==> src/usb_irq_pkg.sv <==
package usb_irq_pkg;

  // ---------------------------------------------------------------
  // register indices (printed offsets are not word aligned)
  // ---------------------------------------------------------------
  localparam logic [15:0] IDX_USB_IRQ_ENABLE = 16'h1FF3;
  localparam logic [15:0] IDX_USB_IRQ_STATUS = 16'h1FF7;
  localparam logic [15:0] IDX_USB_IRQ_ACKNOWLEDGE = 16'h1FF5;
  localparam logic [15:0] IDX_USB_IRQ_MASK = 16'h1FF6;
  localparam logic [15:0] IDX_SUSPEND_RESUME_MASK = 16'h1FF8;
  localparam logic [15:0] IDX_SUSPEND_RESUME_ENABLE = 16'h1FF9;
  localparam logic [15:0] IDX_SUSPEND_RESUME_STATUS = 16'h1FFA;

  localparam int ADDR_W = 18;

  // ---------------------------------------------------------------
  // field layouts and reset values
  // ---------------------------------------------------------------
  localparam logic [7:0] USB_IMPL_BITS = 8'hDF;
  localparam logic [7:0] SR_IMPL_BITS = 8'h0F;
  localparam int SR_BUS_RESET_BIT = 3;
  localparam int SR_REMOTE_WAKEUP_BIT = 2;
  localparam int SR_RESUME_BIT = 1;
  localparam int SR_GLOBAL_SUSPEND_BIT = 0;
  localparam logic [7:0] REG_RESET = 8'h00;

  // ---------------------------------------------------------------
  // bus reset timing
  // ---------------------------------------------------------------
  localparam int CLK_HZ = 100_000_000;
  localparam int BUS_RESET_MIN_US = 3000;
  localparam int BUS_RESET_CYCLES = (CLK_HZ / 1_000_000) * BUS_RESET_MIN_US + 1;

endpackage

==> src/usb_interrupt_control.sv <==
`timescale 1ns/1ps
// Behaviour
// - usb_irq_mask bit one masks its source; bits 7,6,4,3,2,1,0 as listed.
// - bit 5 of usb registers and bits 7..4 of suspend registers read zero.
// - writing one to usb_irq_acknowledge clears that usb status bit.
// - usb_irq_enable bit one enables its source, same layout as mask.
// - with separation active, a detected bus reset sets status bit 3.
// - remote wakeup event sets status bit 2; interrupts when enabled.
// - resume on a port other than port 1 sets status bit 1.
// - global suspend sets status bit 0; interrupts when enabled.
// - separated bus reset (se0 over 3 ms) resets usb logic only, interrupts core.
// - each suspend enable bit interrupts when its status bit is set.
// - suspend mask bit one makes enabled event visible, zero hides it.
// - separation active only when enable bit 3 and mask bit 3 are both one.
// - late frame point set before frame; start of frame set on valid packet.
// - writing zero to a suspend status bit clears it.
module usb_interrupt_control #(
  parameter int BUS_RESET_CYCLES = usb_irq_pkg::BUS_RESET_CYCLES
) (
  input wire logic pclk,
  input wire logic presetn,
  input wire logic psel,
  input wire logic penable,
  input wire logic pwrite,
  input wire logic [17:0] paddr,
  input wire logic [31:0] pwdata,
  output logic [31:0] prdata,
  output logic pready,
  output logic pslverr,
  input wire logic sof_received,
  input wire logic late_frame_point,
  input wire logic hub_control_endpoint,
  input wire logic function_endpoint_zero,
  input wire logic function_endpoint_one,
  input wire logic function_endpoint_two,
  input wire logic function_endpoint_three,
  input wire logic remote_wakeup_event,
  input wire logic [3:0] port_resume_event,
  input wire logic global_suspend_event,
  input wire logic bus_se0,
  output logic usb_hw_reset,
  output logic bus_reset_to_core,
  output logic usb_irq,
  output logic suspend_resume_irq,
  output logic irq
);

  // ---------------------------------------------------------------
  // register state
  // ---------------------------------------------------------------
  logic [7:0] usb_irq_enable;
  logic [7:0] usb_irq_mask;
  logic [7:0] usb_irq_status;
  logic [7:0] suspend_resume_mask;
  logic [7:0] suspend_resume_enable;
  logic [7:0] suspend_resume_status;
  logic [7:0] usb_events;
  logic [7:0] sr_events;
  logic separation;
  logic bus_reset_seen;
  logic [31:0] se0_count;
  logic wr;
  logic rd;

  function automatic logic hit(input logic [17:0] a, input logic [15:0] idx);
    hit = (a == {idx, 2'b00});
  endfunction

  assign wr = psel && penable && pwrite;
  assign rd = psel && penable && !pwrite;
  assign pready = 1'b1;
  assign pslverr = 1'b0;

  // ---------------------------------------------------------------
  // event sources
  // ---------------------------------------------------------------
  assign usb_events = {sof_received, late_frame_point, 1'b0, function_endpoint_three,
                       hub_control_endpoint, function_endpoint_two,
                       function_endpoint_one, function_endpoint_zero};

  assign separation = suspend_resume_enable[usb_irq_pkg::SR_BUS_RESET_BIT] &&
                      suspend_resume_mask[usb_irq_pkg::SR_BUS_RESET_BIT];

  always_comb begin
    sr_events = 8'h00;
    sr_events[usb_irq_pkg::SR_BUS_RESET_BIT] = separation && bus_reset_seen;
    sr_events[usb_irq_pkg::SR_REMOTE_WAKEUP_BIT] = remote_wakeup_event;
    sr_events[usb_irq_pkg::SR_RESUME_BIT] = |{port_resume_event[3:2], port_resume_event[0]};
    sr_events[usb_irq_pkg::SR_GLOBAL_SUSPEND_BIT] = global_suspend_event;
  end

  // ---------------------------------------------------------------
  // bus reset detection: se0 held for the minimum time
  // ---------------------------------------------------------------
  // counter saturates so a long se0 yields a single detection pulse
  always_ff @(posedge pclk or negedge presetn) begin
    if (!presetn) begin
      se0_count <= 32'h0;
    end else if (!bus_se0) begin
      se0_count <= 32'h0;
    end else if (se0_count < 32'(BUS_RESET_CYCLES)) begin
      se0_count <= se0_count + 32'h1;
    end
  end

  assign bus_reset_seen = bus_se0 && (se0_count == 32'(BUS_RESET_CYCLES) - 32'h1);

  // with separation the core is spared; otherwise the reset goes to the core too
  always_ff @(posedge pclk or negedge presetn) begin
    if (!presetn) begin
      usb_hw_reset <= 1'b0;
      bus_reset_to_core <= 1'b0;
    end else begin
      usb_hw_reset <= bus_reset_seen;
      bus_reset_to_core <= bus_reset_seen && !separation;
    end
  end

  // ---------------------------------------------------------------
  // control registers
  // ---------------------------------------------------------------
  always_ff @(posedge pclk or negedge presetn) begin
    if (!presetn) begin
      usb_irq_enable <= usb_irq_pkg::REG_RESET;
    end else if (wr && hit(paddr, usb_irq_pkg::IDX_USB_IRQ_ENABLE)) begin
      usb_irq_enable <= pwdata[7:0] & usb_irq_pkg::USB_IMPL_BITS;
    end
  end

  always_ff @(posedge pclk or negedge presetn) begin
    if (!presetn) begin
      usb_irq_mask <= usb_irq_pkg::REG_RESET;
    end else if (wr && hit(paddr, usb_irq_pkg::IDX_USB_IRQ_MASK)) begin
      usb_irq_mask <= pwdata[7:0] & usb_irq_pkg::USB_IMPL_BITS;
    end
  end

  always_ff @(posedge pclk or negedge presetn) begin
    if (!presetn) begin
      suspend_resume_mask <= usb_irq_pkg::REG_RESET;
    end else if (wr && hit(paddr, usb_irq_pkg::IDX_SUSPEND_RESUME_MASK)) begin
      suspend_resume_mask <= pwdata[7:0] & usb_irq_pkg::SR_IMPL_BITS;
    end
  end

  always_ff @(posedge pclk or negedge presetn) begin
    if (!presetn) begin
      suspend_resume_enable <= usb_irq_pkg::REG_RESET;
    end else if (wr && hit(paddr, usb_irq_pkg::IDX_SUSPEND_RESUME_ENABLE)) begin
      suspend_resume_enable <= pwdata[7:0] & usb_irq_pkg::SR_IMPL_BITS;
    end
  end

  // ---------------------------------------------------------------
  // status registers: set wins over clear
  // ---------------------------------------------------------------
  always_ff @(posedge pclk or negedge presetn) begin
    if (!presetn) begin
      usb_irq_status <= usb_irq_pkg::REG_RESET;
    end else if (wr && hit(paddr, usb_irq_pkg::IDX_USB_IRQ_ACKNOWLEDGE)) begin
      usb_irq_status <= ((usb_irq_status & ~pwdata[7:0]) | usb_events)
                        & usb_irq_pkg::USB_IMPL_BITS;
    end else begin
      usb_irq_status <= (usb_irq_status | usb_events) & usb_irq_pkg::USB_IMPL_BITS;
    end
  end

  always_ff @(posedge pclk or negedge presetn) begin
    if (!presetn) begin
      suspend_resume_status <= usb_irq_pkg::REG_RESET;
    end else if (wr && hit(paddr, usb_irq_pkg::IDX_SUSPEND_RESUME_STATUS)) begin
      suspend_resume_status <= ((suspend_resume_status & pwdata[7:0]) | sr_events)
                               & usb_irq_pkg::SR_IMPL_BITS;
    end else begin
      suspend_resume_status <= (suspend_resume_status | sr_events)
                               & usb_irq_pkg::SR_IMPL_BITS;
    end
  end

  // ---------------------------------------------------------------
  // interrupt outputs
  // ---------------------------------------------------------------
  always_ff @(posedge pclk or negedge presetn) begin
    if (!presetn) begin
      usb_irq <= 1'b0;
      suspend_resume_irq <= 1'b0;
    end else begin
      usb_irq <= |(usb_irq_status & usb_irq_enable & ~usb_irq_mask);
      suspend_resume_irq <= |(suspend_resume_status & suspend_resume_enable
                              & suspend_resume_mask);
    end
  end

  assign irq = usb_irq || suspend_resume_irq;

  // ---------------------------------------------------------------
  // read path
  // ---------------------------------------------------------------
  // reserved bits never stored, so they read zero; unmapped reads zero
  always_ff @(posedge pclk or negedge presetn) begin
    if (!presetn) begin
      prdata <= 32'h0;
    end else if (psel && !penable && !pwrite) begin
      if (hit(paddr, usb_irq_pkg::IDX_USB_IRQ_ENABLE)) begin
        prdata <= {24'h0, usb_irq_enable};
      end else if (hit(paddr, usb_irq_pkg::IDX_USB_IRQ_MASK)) begin
        prdata <= {24'h0, usb_irq_mask};
      end else if (hit(paddr, usb_irq_pkg::IDX_USB_IRQ_STATUS)) begin
        prdata <= {24'h0, usb_irq_status};
      end else if (hit(paddr, usb_irq_pkg::IDX_SUSPEND_RESUME_ENABLE)) begin
        prdata <= {24'h0, suspend_resume_enable};
      end else if (hit(paddr, usb_irq_pkg::IDX_SUSPEND_RESUME_STATUS)) begin
        prdata <= {24'h0, suspend_resume_status};
      end else begin
        prdata <= 32'h0;
      end
    end
  end

  // ---------------------------------------------------------------
  // checks
  // ---------------------------------------------------------------
  a_usb_irq_level: assert property (@(posedge pclk) disable iff (!presetn)
    ##1 usb_irq == $past(|(usb_irq_status & usb_irq_enable & ~usb_irq_mask)))
    else $error("usb irq level wrong");
  a_sr_irq_level: assert property (@(posedge pclk) disable iff (!presetn)
    ##1 suspend_resume_irq == $past(|(suspend_resume_status & suspend_resume_enable
                                      & suspend_resume_mask)))
    else $error("suspend irq level wrong");
  a_ack_clears_bit: assert property (@(posedge pclk) disable iff (!presetn)
    (wr && hit(paddr, usb_irq_pkg::IDX_USB_IRQ_ACKNOWLEDGE) && pwdata[0]
     && !function_endpoint_zero) |=> !usb_irq_status[0])
    else $error("acknowledge did not clear");
  a_sr_zero_clears: assert property (@(posedge pclk) disable iff (!presetn)
    (wr && hit(paddr, usb_irq_pkg::IDX_SUSPEND_RESUME_STATUS) && !pwdata[0]
     && !global_suspend_event) |=> !suspend_resume_status[0])
    else $error("zero write did not clear");
  a_wakeup_sets: assert property (@(posedge pclk) disable iff (!presetn)
    remote_wakeup_event |=> suspend_resume_status[usb_irq_pkg::SR_REMOTE_WAKEUP_BIT])
    else $error("wakeup not recorded");
  a_resume_port1: assert property (@(posedge pclk) disable iff (!presetn)
    (port_resume_event[1] && !suspend_resume_status[1] && port_resume_event[3:2] == 2'b00
     && !port_resume_event[0]) |=> !suspend_resume_status[1])
    else $error("port 1 resume set status");
  a_suspend_sets: assert property (@(posedge pclk) disable iff (!presetn)
    global_suspend_event |=> suspend_resume_status[0])
    else $error("suspend not recorded");
  a_bus_int_gated: assert property (@(posedge pclk) disable iff (!presetn)
    (!separation && !suspend_resume_status[3]) |=> !suspend_resume_status[3])
    else $error("bus int without separation");
  a_core_spared: assert property (@(posedge pclk) disable iff (!presetn)
    (bus_reset_seen && separation) |=> (usb_hw_reset && !bus_reset_to_core))
    else $error("core reset during separation");
  a_reserved_zero: assert property (@(posedge pclk) disable iff (!presetn)
    usb_irq_status[5] == 1'b0 && suspend_resume_status[7:4] == 4'h0)
    else $error("reserved bit set");

  // ---------------------------------------------------------------
  // register and event checks
  // ---------------------------------------------------------------
  a_enable_reserved: assert property (@(posedge pclk) disable iff (!presetn)
    usb_irq_enable[5] == 1'b0 && usb_irq_mask[5] == 1'b0
    && suspend_resume_enable[7:4] == 4'h0 && suspend_resume_mask[7:4] == 4'h0)
    else $error("reserved control bit set");

  a_read_upper_zero: assert property (@(posedge pclk) disable iff (!presetn)
    prdata[31:8] == 24'h0)
    else $error("read data upper bits set");

  a_enable_write: assert property (@(posedge pclk) disable iff (!presetn)
    (wr && hit(paddr, usb_irq_pkg::IDX_USB_IRQ_ENABLE))
    |=> usb_irq_enable == ($past(pwdata[7:0]) & usb_irq_pkg::USB_IMPL_BITS))
    else $error("usb enable write lost");

  a_mask_write: assert property (@(posedge pclk) disable iff (!presetn)
    (wr && hit(paddr, usb_irq_pkg::IDX_USB_IRQ_MASK))
    |=> usb_irq_mask == ($past(pwdata[7:0]) & usb_irq_pkg::USB_IMPL_BITS))
    else $error("usb mask write lost");

  a_sr_enable_write: assert property (@(posedge pclk) disable iff (!presetn)
    (wr && hit(paddr, usb_irq_pkg::IDX_SUSPEND_RESUME_ENABLE))
    |=> suspend_resume_enable == ($past(pwdata[7:0]) & usb_irq_pkg::SR_IMPL_BITS))
    else $error("suspend enable write lost");

  a_sr_mask_write: assert property (@(posedge pclk) disable iff (!presetn)
    (wr && hit(paddr, usb_irq_pkg::IDX_SUSPEND_RESUME_MASK))
    |=> suspend_resume_mask == ($past(pwdata[7:0]) & usb_irq_pkg::SR_IMPL_BITS))
    else $error("suspend mask write lost");

  a_sof_sets: assert property (@(posedge pclk) disable iff (!presetn)
    sof_received
    |=> usb_irq_status[7])
    else $error("start of frame not recorded");

  a_late_frame_sets: assert property (@(posedge pclk) disable iff (!presetn)
    late_frame_point
    |=> usb_irq_status[6])
    else $error("late frame point not recorded");

  a_ep_three_sets: assert property (@(posedge pclk) disable iff (!presetn)
    function_endpoint_three
    |=> usb_irq_status[4])
    else $error("endpoint three not recorded");

  a_hub_ep_sets: assert property (@(posedge pclk) disable iff (!presetn)
    hub_control_endpoint
    |=> usb_irq_status[3])
    else $error("hub endpoint not recorded");

  a_ep_two_sets: assert property (@(posedge pclk) disable iff (!presetn)
    function_endpoint_two
    |=> usb_irq_status[2])
    else $error("endpoint two not recorded");

  a_ep_one_sets: assert property (@(posedge pclk) disable iff (!presetn)
    function_endpoint_one
    |=> usb_irq_status[1])
    else $error("endpoint one not recorded");

  a_ep_zero_sets: assert property (@(posedge pclk) disable iff (!presetn)
    function_endpoint_zero
    |=> usb_irq_status[0])
    else $error("endpoint zero not recorded");

  a_resume_sets: assert property (@(posedge pclk) disable iff (!presetn)
    (port_resume_event[0] || port_resume_event[2] || port_resume_event[3])
    |=> suspend_resume_status[1])
    else $error("resume not recorded");

  a_bus_reset_sets: assert property (@(posedge pclk) disable iff (!presetn)
    (bus_reset_seen && separation)
    |=> suspend_resume_status[3])
    else $error("bus reset not recorded");

  a_core_reset_plain: assert property (@(posedge pclk) disable iff (!presetn)
    (bus_reset_seen && !separation)
    |=> (usb_hw_reset && bus_reset_to_core))
    else $error("bus reset did not reach core");

  a_no_spurious_reset: assert property (@(posedge pclk) disable iff (!presetn)
    !bus_reset_seen
    |=> (!usb_hw_reset && !bus_reset_to_core))
    else $error("reset pulse without detection");

  a_usb_status_hold: assert property (@(posedge pclk) disable iff (!presetn)
    (!wr && usb_events == 8'h00)
    |=> usb_irq_status == $past(usb_irq_status))
    else $error("usb status changed on its own");

  a_sr_status_hold: assert property (@(posedge pclk) disable iff (!presetn)
    (!wr && sr_events == 8'h00)
    |=> suspend_resume_status == $past(suspend_resume_status))
    else $error("suspend status changed on its own");

  a_sr_one_keeps: assert property (@(posedge pclk) disable iff (!presetn)
    (wr && hit(paddr, usb_irq_pkg::IDX_SUSPEND_RESUME_STATUS) && pwdata[3:0] == 4'hF)
    |=> (suspend_resume_status & $past(suspend_resume_status)) == $past(suspend_resume_status))
    else $error("one write cleared a suspend bit");

  a_read_no_effect: assert property (@(posedge pclk) disable iff (!presetn)
    (rd && usb_events == 8'h00)
    |=> (usb_irq_status == $past(usb_irq_status) && usb_irq_enable == $past(usb_irq_enable)))
    else $error("read changed register state");

  a_usb_needs_enable: assert property (@(posedge pclk) disable iff (!presetn)
    (usb_irq_enable == 8'h00)
    |=> !usb_irq)
    else $error("usb irq without enable");

  a_usb_all_masked: assert property (@(posedge pclk) disable iff (!presetn)
    (usb_irq_mask == usb_irq_pkg::USB_IMPL_BITS)
    |=> !usb_irq)
    else $error("usb irq while all masked");

  a_sr_needs_mask: assert property (@(posedge pclk) disable iff (!presetn)
    (suspend_resume_mask == 8'h00)
    |=> !suspend_resume_irq)
    else $error("suspend irq while hidden");

  c_ack_write: cover property (@(posedge pclk) disable iff (!presetn)
    wr && hit(paddr, usb_irq_pkg::IDX_USB_IRQ_ACKNOWLEDGE));
  c_sr_clear: cover property (@(posedge pclk) disable iff (!presetn)
    wr && hit(paddr, usb_irq_pkg::IDX_SUSPEND_RESUME_STATUS) && pwdata[3:0] != 4'hF);

  c_usb_irq: cover property (@(posedge pclk) disable iff (!presetn) $rose(usb_irq));
  c_sr_irq: cover property (@(posedge pclk) disable iff (!presetn) $rose(suspend_resume_irq));
  c_bus_reset: cover property (@(posedge pclk) disable iff (!presetn)
    bus_reset_seen && separation);

endmodule

==> config.mk <==
export PLATFORM = sky130hd
export DESIGN_NAME = usb_interrupt_control
export DESIGN_NICKNAME = d
export VERILOG_FILES = /design/src/usb_irq_pkg.sv /design/src/usb_interrupt_control.sv
export SDC_FILE = /design/constraint.sdc
export NUM_CORES = 1
export LEC_CHECK = 0
export BUFFER_PORTS_ARGS = -buffer_cell sky130_fd_sc_hd__buf_2
export CORE_MARGIN = 4
export CORE_UTILIZATION = 40
export CTS_BUF_LIST = sky130_fd_sc_hd__clkbuf_4
export DETAILED_ROUTE_END_ITERATION = 6
export PLACE_DENSITY = 0.73
export SETUP_SLACK_MARGIN = 0.1
export SLEW_MARGIN = 0
export SYNTH_ARGS = -nofsm -noshare
export SYNTH_HDL_FRONTEND = slang
export SYNTH_SLANG_ARGS = --single-unit
==> constraint.sdc <==
create_clock -name pclk -period 2.8 [get_ports pclk]
set_input_delay 0.7 -clock pclk [delete_from_list [all_inputs] [get_ports pclk]]
set_output_delay 0.7 -clock pclk [all_outputs]
set_load 0.02 [all_outputs]
# Word-level counts from Yosys, hierarchy flattened
# Cells that the tools add are included.
# totals
out_inout_bits,39
ff_bits,102
elab_cells,65
# classes
magnitude_cmp,1
n_reduce_logical,21
eq_ne,9
n_addsub,1
n_mux,9
n_bitwise,12
# op_table
op,count
18-bit by 15-bit equality test with 1-bit output (second input constant),7
32-bit two-way mux,3
32-bit by 1-bit adder with 32-bit output (second input constant),1
32-bit by 19-bit equality test with 1-bit output (second input constant),1
32-bit by 19-bit < comparator with 1-bit output (second input constant),1
8-bit AND,3
8-bit two-way mux,3
8-bit inverter,2
8-bit OR,2
8-bit OR reduction,2
1-bit logical AND,14
4-bit AND,3
4-bit two-way mux,3
4-bit OR,2
1-bit logical NOT,3
3-bit OR reduction,1
2-bit by 1-bit != test with 1-bit output (second input constant),1
1-bit logical OR,1

# Logic depth before layout (Yosys ltp)
# Gate-level depths: netlist (run 1).
# depth
ltp_word,6
depth_mapped,8

# Worst setup path after synthesis (run 1)
# OpenSTA, ideal clock, no wires.
# synth_path
kind,in2reg
from,input port paddr[1]
to,register usb_irq_enable[0]
arrival_ns,2.217
setup_slack_ns,0.458
n_path_buf,0
stages,5
required_ns,2.675
path_cell_list,or4bb_1 -> nor3b_1 -> nand3_1 -> nor2_2 -> mux2_2
# synth_between
elab_chain_len,2
# synth_lines
element,line,text
start: declaration,usb_interrupt_control.sv:25,"input wire logic [17:0] paddr,"
18-bit by 15-bit equality test with 1-bit output,usb_interrupt_control.sv:66,"hit = (a == {idx, 2'b00});"
1-bit logical AND,usb_interrupt_control.sv:125,"end else if (wr && hit(paddr, usb_irq_pkg::IDX_USB_IRQ_ENABLE)) begin"
end signal: assignment,usb_interrupt_control.sv:124,usb_irq_enable <= usb_irq_pkg::REG_RESET;
end signal: assignment,usb_interrupt_control.sv:126,usb_irq_enable <= pwdata[7:0] & usb_irq_pkg::USB_IMPL_BITS;
end: declaration,usb_interrupt_control.sv:51,logic [7:0] usb_irq_enable;
# No other way between the ends.
# A chain may end at the register's enable or synchronous reset.

# Worst setup path after layout (run 1)
# layout_path
from,register se0_count[0]
to,register se0_count[5]
# layout_between
elab_chain_len,3
word_cells_on_any_way,5
cone_classes,add/sub (1); order compare (1); eq/ne (1); mux (2)
# layout_lines
element,line,text
start: declaration,usb_interrupt_control.sv:61,logic [31:0] se0_count;
start signal: assignment,usb_interrupt_control.sv:102,se0_count <= se0_count + 32'h1;
32-bit by 1-bit adder with 32-bit output,usb_interrupt_control.sv:102,
32-bit two-way mux,usb_interrupt_control.sv:101,end else if (se0_count < 32'(BUS_RESET_CYCLES)) begin
32-bit two-way mux,usb_interrupt_control.sv:99,end else if (!bus_se0) begin
# Several ways; a longest one is shown, not always the timed one. The select of a mux whose other input is x is not followed.

==> impl_metrics.yaml, run 1 <==
yosys:
  synth_top_area_cell: "dfrtp_1"
  synth_top_area_share_pct: 49.1
  avgSynthCellArea_sq_um: 10.1
  ys.flop_type: "dfrtp_1"
  synth_cell_types: 58
  syn_area_sq_mm: 0.00387
  synth_seq_cells: 76
  yosysSeqAreaShare_pct: 49.1
  synthArstFlopShare_pct: 100
  synth_area_leaders: "dfrtp_1, mux2_2, buf_4"
  synth_edf_count: 0
  synth_cells: 383
  yosysWarningCount: 0
cts:
  cts_root_buf: "clkbuf_4"
  htree_levels: 3
  numCtsBuffers: 9
  cts_setup_buffers: 0
  cts_tree: "yes"
  post_cts_resized: 0
  clk_latency_ns: 0.42
  clock_path_buffers: 2
  clk_pin_slew_ns: 0.13
  ctsHoldBuffers: 0
  cts_sinks: 76
die:
  coreArea_sq_mm: 0.00933
  rows: 35
  initial_core_util_pct: 41.5
  die_w_um: 106
  dieHeight_um: 106
  dieArea_sq_mm: 0.0113
  ios: 108
drt:
  drcViolationCount: 0
  viasPerCell: 5.26
  totalWireLength_um: 8360
  ant_nets: 0
  wl_per_cell_um: 14.4
  num_vias: 3046
  drt_iter0_markers: 176
  drt_first_pass_iters: 4
place:
  dpl.hpwl_um: 6300
  dp.cells: 563
  gp_congestion: 0.850
  io_buffers: 54
status:
  status: "completed"
setup_path:
  cp.arrival_ns: 2.73
  endpoint_kind: "flip-flop"
  timing_worst_setup_path_type: "reg2reg"
  start_kind: "flip-flop"
  crit_fanout: 16
  worstPathRequired_ns: 3.13
global_route:
  grt_pass1_vias: 2837
  antenna_found_initial: 0
  grt_overflow_total: 0
  grtUsageTotal_pct: 15.1
  grt_start_max_net_pins: 54
  grt_pass1_wl_um: 13800
pwr:
  p_total_mw: 2.04
  ir_worst_vdd_v: 0.000189
  leakage_nw: 1.93
  power_density_mw_per_mm2: 465
timing:
  whs_ns: 0.295
  rsz0062_at_grt: "no"
  timing.fmax_ghz: 0.418
  final_hold_viol_count: 0
  tightest_slew_ns: 0.675
  tns_ns: 0
  skew_ns: 0.0183
  finalCriticalPeriod_ns: 2.39
  relSlewSlack_pct: 55.0
  slew_violations: 0
  min_period_over_period_pct: 85.4
  setup_viol: 0
finish:
  syn_to_final_growth_pct: 13.1
  diodes: 0
  nets: 516
  layout-drive-gt1-share_pct: 25.8
  stdcell_count: 579
job:
  timing.max_cap.violations: 0
hold_path:
  hp-class: "in2async"
[kinds of logic after synthesis]
family	after synthesis	synth area share, %
mux	27	7.73
fa+ha+maj	2	0.647
buf+inv	49	7.86
simple gates	151	22.3
flops	76	49.1
other cells	2	0.194
compound gates	75	11.9
xor+xnor	1	0.226
[per-layer routing]
| layer | wire length [um] | part of all wire (%) | up-vias | GRT usage [%] |
|---|---|---|---|---|
| met2 | 3880 | 46 | 102 | 23.2 |
| met3 | 633 | 7.6 | 11 | 2.67 |
| met1 | 3700 | 44 | 1477 | 21.6 |
| met5 | 0 | 0 | - | 0 |
| li1 | - | - | 1456 | - |
| met4 | 146 | 1.7 | 0 | 5.18 |
[cell usage in the layout, fill, tap and decap left out, types with 3 or more instances in the layout]
cell and instances:
clkbuf_4 9, buf_2 53, o31ai_1 4, o22ai_1 4, nor2_1 16, a21oi_1 20
inv_1 13, dfrtp_1 76, nand4_1 8, nor4b_1 3, or4_1 5, nor4_1 4
and2_1 12, or3_1 10, mux2_2 23, mux2i_1 4, nand2b_1 5, a21o_1 7
nor3b_1 3, nor3_1 8, nand2_1 34, o21ai_0 22, buf_4 7, nand3_1 18
a22oi_1 3, conb_1 27, a31oi_1 6
[state kept, by name, summed over array words and instances (netlist names)]
| name | flops |
|---|---|
| bus_reset_to_core | 1 |
| usb_irq_enable | 7 |
| usb_irq_mask | 7 |
| suspend_resume_enable | 4 |
| suspend_resume_mask | 4 |
| suspend_resume_status | 4 |
| prdata | 7 |
| usb_irq | 1 |
| usb_irq_status | 7 |
| suspend_resume_irq | 1 |
| usb_hw_reset | 1 |
| se0_count | 32 |
[final timing paths]
path	startpoint	end	slack, ns	cells after the start
hold / removal	presetn	se0_count[26]	0.30	1
setup reg to reg	se0_count[0]	se0_count[5]	0.41	7
hold reg to reg	se0_count[19]	se0_count[19]	0.51	1
max in group asynchronous	presetn	usb_irq_mask[3]	1.91	2
setup / recovery	se0_count[0]	se0_count[5]	0.41	7
min in group pclk	hub_control_endpoint	usb_irq_status[3]	0.44	2
[worst max-delay path: stages, from the launching register on]
cell	delay (ns)
dfrtp_1	0.44
inv_1	0.11
ha_1	0.15
nor4b_1	0.41
o31a_1	0.28
o211ai_2	0.28
or4_1	0.48
a21oi_1	0.17
[cell type report]
type	count	area [sq um]
flip-flops and latches	76	1900
multi-input cells	283	1760
clock buffers	9	67.6
well taps	129	161
clock inverters	7	82.6
repair buffers	62	358
inverters	13	48.8
fillers	881	4950
[report_power, final]
| part | internal [mW] | switching (mW) | total, mW |
|---|---|---|---|
| clock | 0.289 | 0.426 | 0.715 |
| combinational | 0.0630 | 0.132 | 0.195 |
| sequential | 1.11 | 0.0125 | 1.13 |
| total | 1.47 | 0.570 | 2.04 |
[synth_stat cells, drive strengths merged, types with 9 or more instances]
| cell type | n |
|---|---|
| nand3 | 18 |
| a21oi | 20 |
| and2 | 13 |
| nor2 | 17 |
| o21ai | 23 |
| mux2 | 23 |
| dfrtp | 76 |
| inv | 13 |
| nand2 | 34 |
| or3 | 12 |
| buf | 30 |
| nor3 | 9 |
[stage by stage]
| stage | instance area [sq um] | util, % | setup WS [ns] |
|---|---|---|---|
| 5_1_grt | 4380 | 46.9 | 0.220 |
| 2_1_floorplan | 3960 | - | 0.458 |
| 4_1_cts | 4380 | 46.9 | 0.416 |
| 3_3_place_gp | 4230 | 45.3 | 0.190 |
| 6_report | 4380 | 46.9 | 0.409 |
| 3_5_place_dp | 4230 | 45.3 | 0.186 |
No activity file was read; power rests on OpenSTA's default activity.
==> run 2: changes to the inputs <==
--- a/config.mk
+++ b/config.mk
@@ -10,7 +10,8 @@
 export CORE_UTILIZATION = 40
 export CTS_BUF_LIST = sky130_fd_sc_hd__clkbuf_4
 export DETAILED_ROUTE_END_ITERATION = 6
-export PLACE_DENSITY = 0.73
+export GPL_TIMING_DRIVEN = 0
+export PLACE_DENSITY = 0.61
 export SETUP_SLACK_MARGIN = 0.1
 export SLEW_MARGIN = 0
 export SYNTH_ARGS = -nofsm -noshare
==> run 2 against run 1 <==
  * Critical path depth decreased by 1
  * Via count grew 1.1%
  * Global-route usage rose by 0.79 points
  * Largest cell class unchanged
==> impl_metrics.yaml, run 2 (synthesis gave the netlist of run 1 again) <==
setup_path:
  start_kind: "primary input"
  r2r_setup_slack_ns: 0.39
  cp.arrival_ns: 2.79
  crit_chain: "buf_2, nor4bb_1, nand4_1, nor3_1, nand2_1, a21o_1"
  critPathSlowestCell: "nor3_1"
  max_stage_delay_ns: 0.94
  worstPathRequired_ns: 3.11
  crit_fanout: 7
  crit_buf_inv: 1
  timing_worst_setup_path_type: "in2reg"
  crit_family: "simple AND/OR/NAND/NOR gates"
  endpoint_kind: "flip-flop"
die:
  rows: 35
  initial_core_util_pct: 41.5
  dieArea_sq_mm: 0.0113
  ios: 108
  die_w_um: 106
  dieHeight_um: 106
  coreArea_sq_mm: 0.00933
job:
  timing.max_cap.violations: 0
timing:
  tns_ns: 0
  min_period_over_period_pct: 88.4
  rsz0062_at_grt: "no"
  fin_ws_ns: 0.324
  tightest_slew_ns: 1.10
  setup_viol: 0
  final_hold_viol_count: 0
  skew_ns: 0.0113
  timing.fmax_ghz: 0.404
  finalCriticalPeriod_ns: 2.48
  relSlewSlack_pct: 26.0
  slew_violations: 0
pwr:
  p_sw_uw: 537
  p_total_mw: 1.93
  p_comb_share_pct: 11.8
  pwr-share-clk_pct: 29.7
  seqPwrFrac_pct: 58.4
  leakage_nw: 2.06
  p_int_mw: 1.39
  ir_worst_vdd_v: 0.000342
  switching_share_pct: 27.8
  power_density_mw_per_mm2: 425
drt:
  wl_per_cell_um: 14.5
  drcViolationCount: 0
  num_vias: 3079
  ant_nets: 0
  totalWireLength_um: 8830
  drt_first_pass_iters: 4
  viasPerCell: 5.06
  drt_iter0_markers: 133
finish:
  diodes: 0
  nets: 545
  final_cell_mix: "dfrtp_1, buf_2, nand2_1, buf_4, conb_1"
  layout-drive-gt1-share_pct: 28.8
  syn_to_final_growth_pct: 17.4
  largest_reg_flops: 32
  final_cell_area_sq_mm: 0.00454
  stdcell_count: 608
  regMostFlops: "se0_count"
  final_common_cell: "dfrtp_1"
global_route:
  grtUsageTotal_pct: 15.9
  grt_pass1_wl_um: 14200
  grt_start_max_net_pins: 52
  grt_overflow_total: 0
  grt_pass1_vias: 2919
  antenna_found_initial: 0
place:
  place_area_sq_mm: 0.00443
  dp.cells: 592
  preCtsSetupSlack_ns: -0.177
  gp_congestion: 0.894
  dpl.hpwl_um: 6780
  io_buffers: 54
cts:
  cts_sinks: 76
  cts_root_buf: "clkbuf_4"
  cts_tree: "yes"
  clk_pin_slew_ns: 0.12
  numCtsBuffers: 9
  cts_setup_buffers: 0
  clk_latency_ns: 0.42
  htree_levels: 3
  ctsHoldBuffers: 0
  post_cts_resized: 0
  clock_path_buffers: 2
hold_path:
  hp-class: "in2async"
status:
  status: "completed"
-- run 2: cell count changes in the layout (fill, tap and decap cells not counted), moves of 2 or more --
cell / delta
buf_4: +21
buf_2: +2
inv_6: -2
buf_12: -2
clkinv_4: +2
inv_8: -2
clkbuf_1: +5
-- run 2: final timing paths --
path                                 startpoint           endpoint  depth (start not counted)
setup / recovery                       paddr[1]  usb_irq_status[2]                          6
max in group asynchronous               presetn          prdata[4]                          2
min in group pclk          hub_control_endpoint  usb_irq_status[3]                          2
hold / removal                          presetn       se0_count[4]                          1
hold reg to reg                   se0_count[30]      se0_count[30]                          1
setup reg to reg                   se0_count[0]       se0_count[2]                          8
-- run 2: metal layers --
layer / up-vias / share of wire, % / track usage, % / wire length, um
li1: 1509 / - / - / -
met3: 12 / 5.8 / 5.22 / 510
met4: 0 / 1.7 / 4.44 / 149
met2: 80 / 48 / 26.6 / 4260
met1: 1478 / 44 / 19.8 / 3910
met5: - / 0 / 0 / 0
-- run 2: area by class of cell --
type / instances / area [sq um]
well taps: 129 / 161
fillers: 911 / 4790
repair buffers: 55 / 300
multi-input cells: 283 / 1760
clock inverters: 6 / 41.3
clock buffers: 10 / 75.1
flip-flops and latches: 76 / 1900
inverters: 13 / 48.8
plain buffers: 36 / 255
-- run 2: power groups by stage --
stage	logic, mW	clock network, mW	registers, mW
finish	0.229	0.574	1.13
global route	0.251	0.662	1.13
CTS	0.230	0.608	1.13
detailed placement	0.229	0	1.15
global placement	0.222	0	1.15
floorplan	0.115	0	1.16
-- run 2: per-stage QoR --
stage	util [%]	hold WS, ns
floorplan	-	0.404
global placement	47.1	0.470
detailed placement	47.4	0.472
CTS	48.7	0.146
global route	48.7	0.122
finish	48.7	0.179
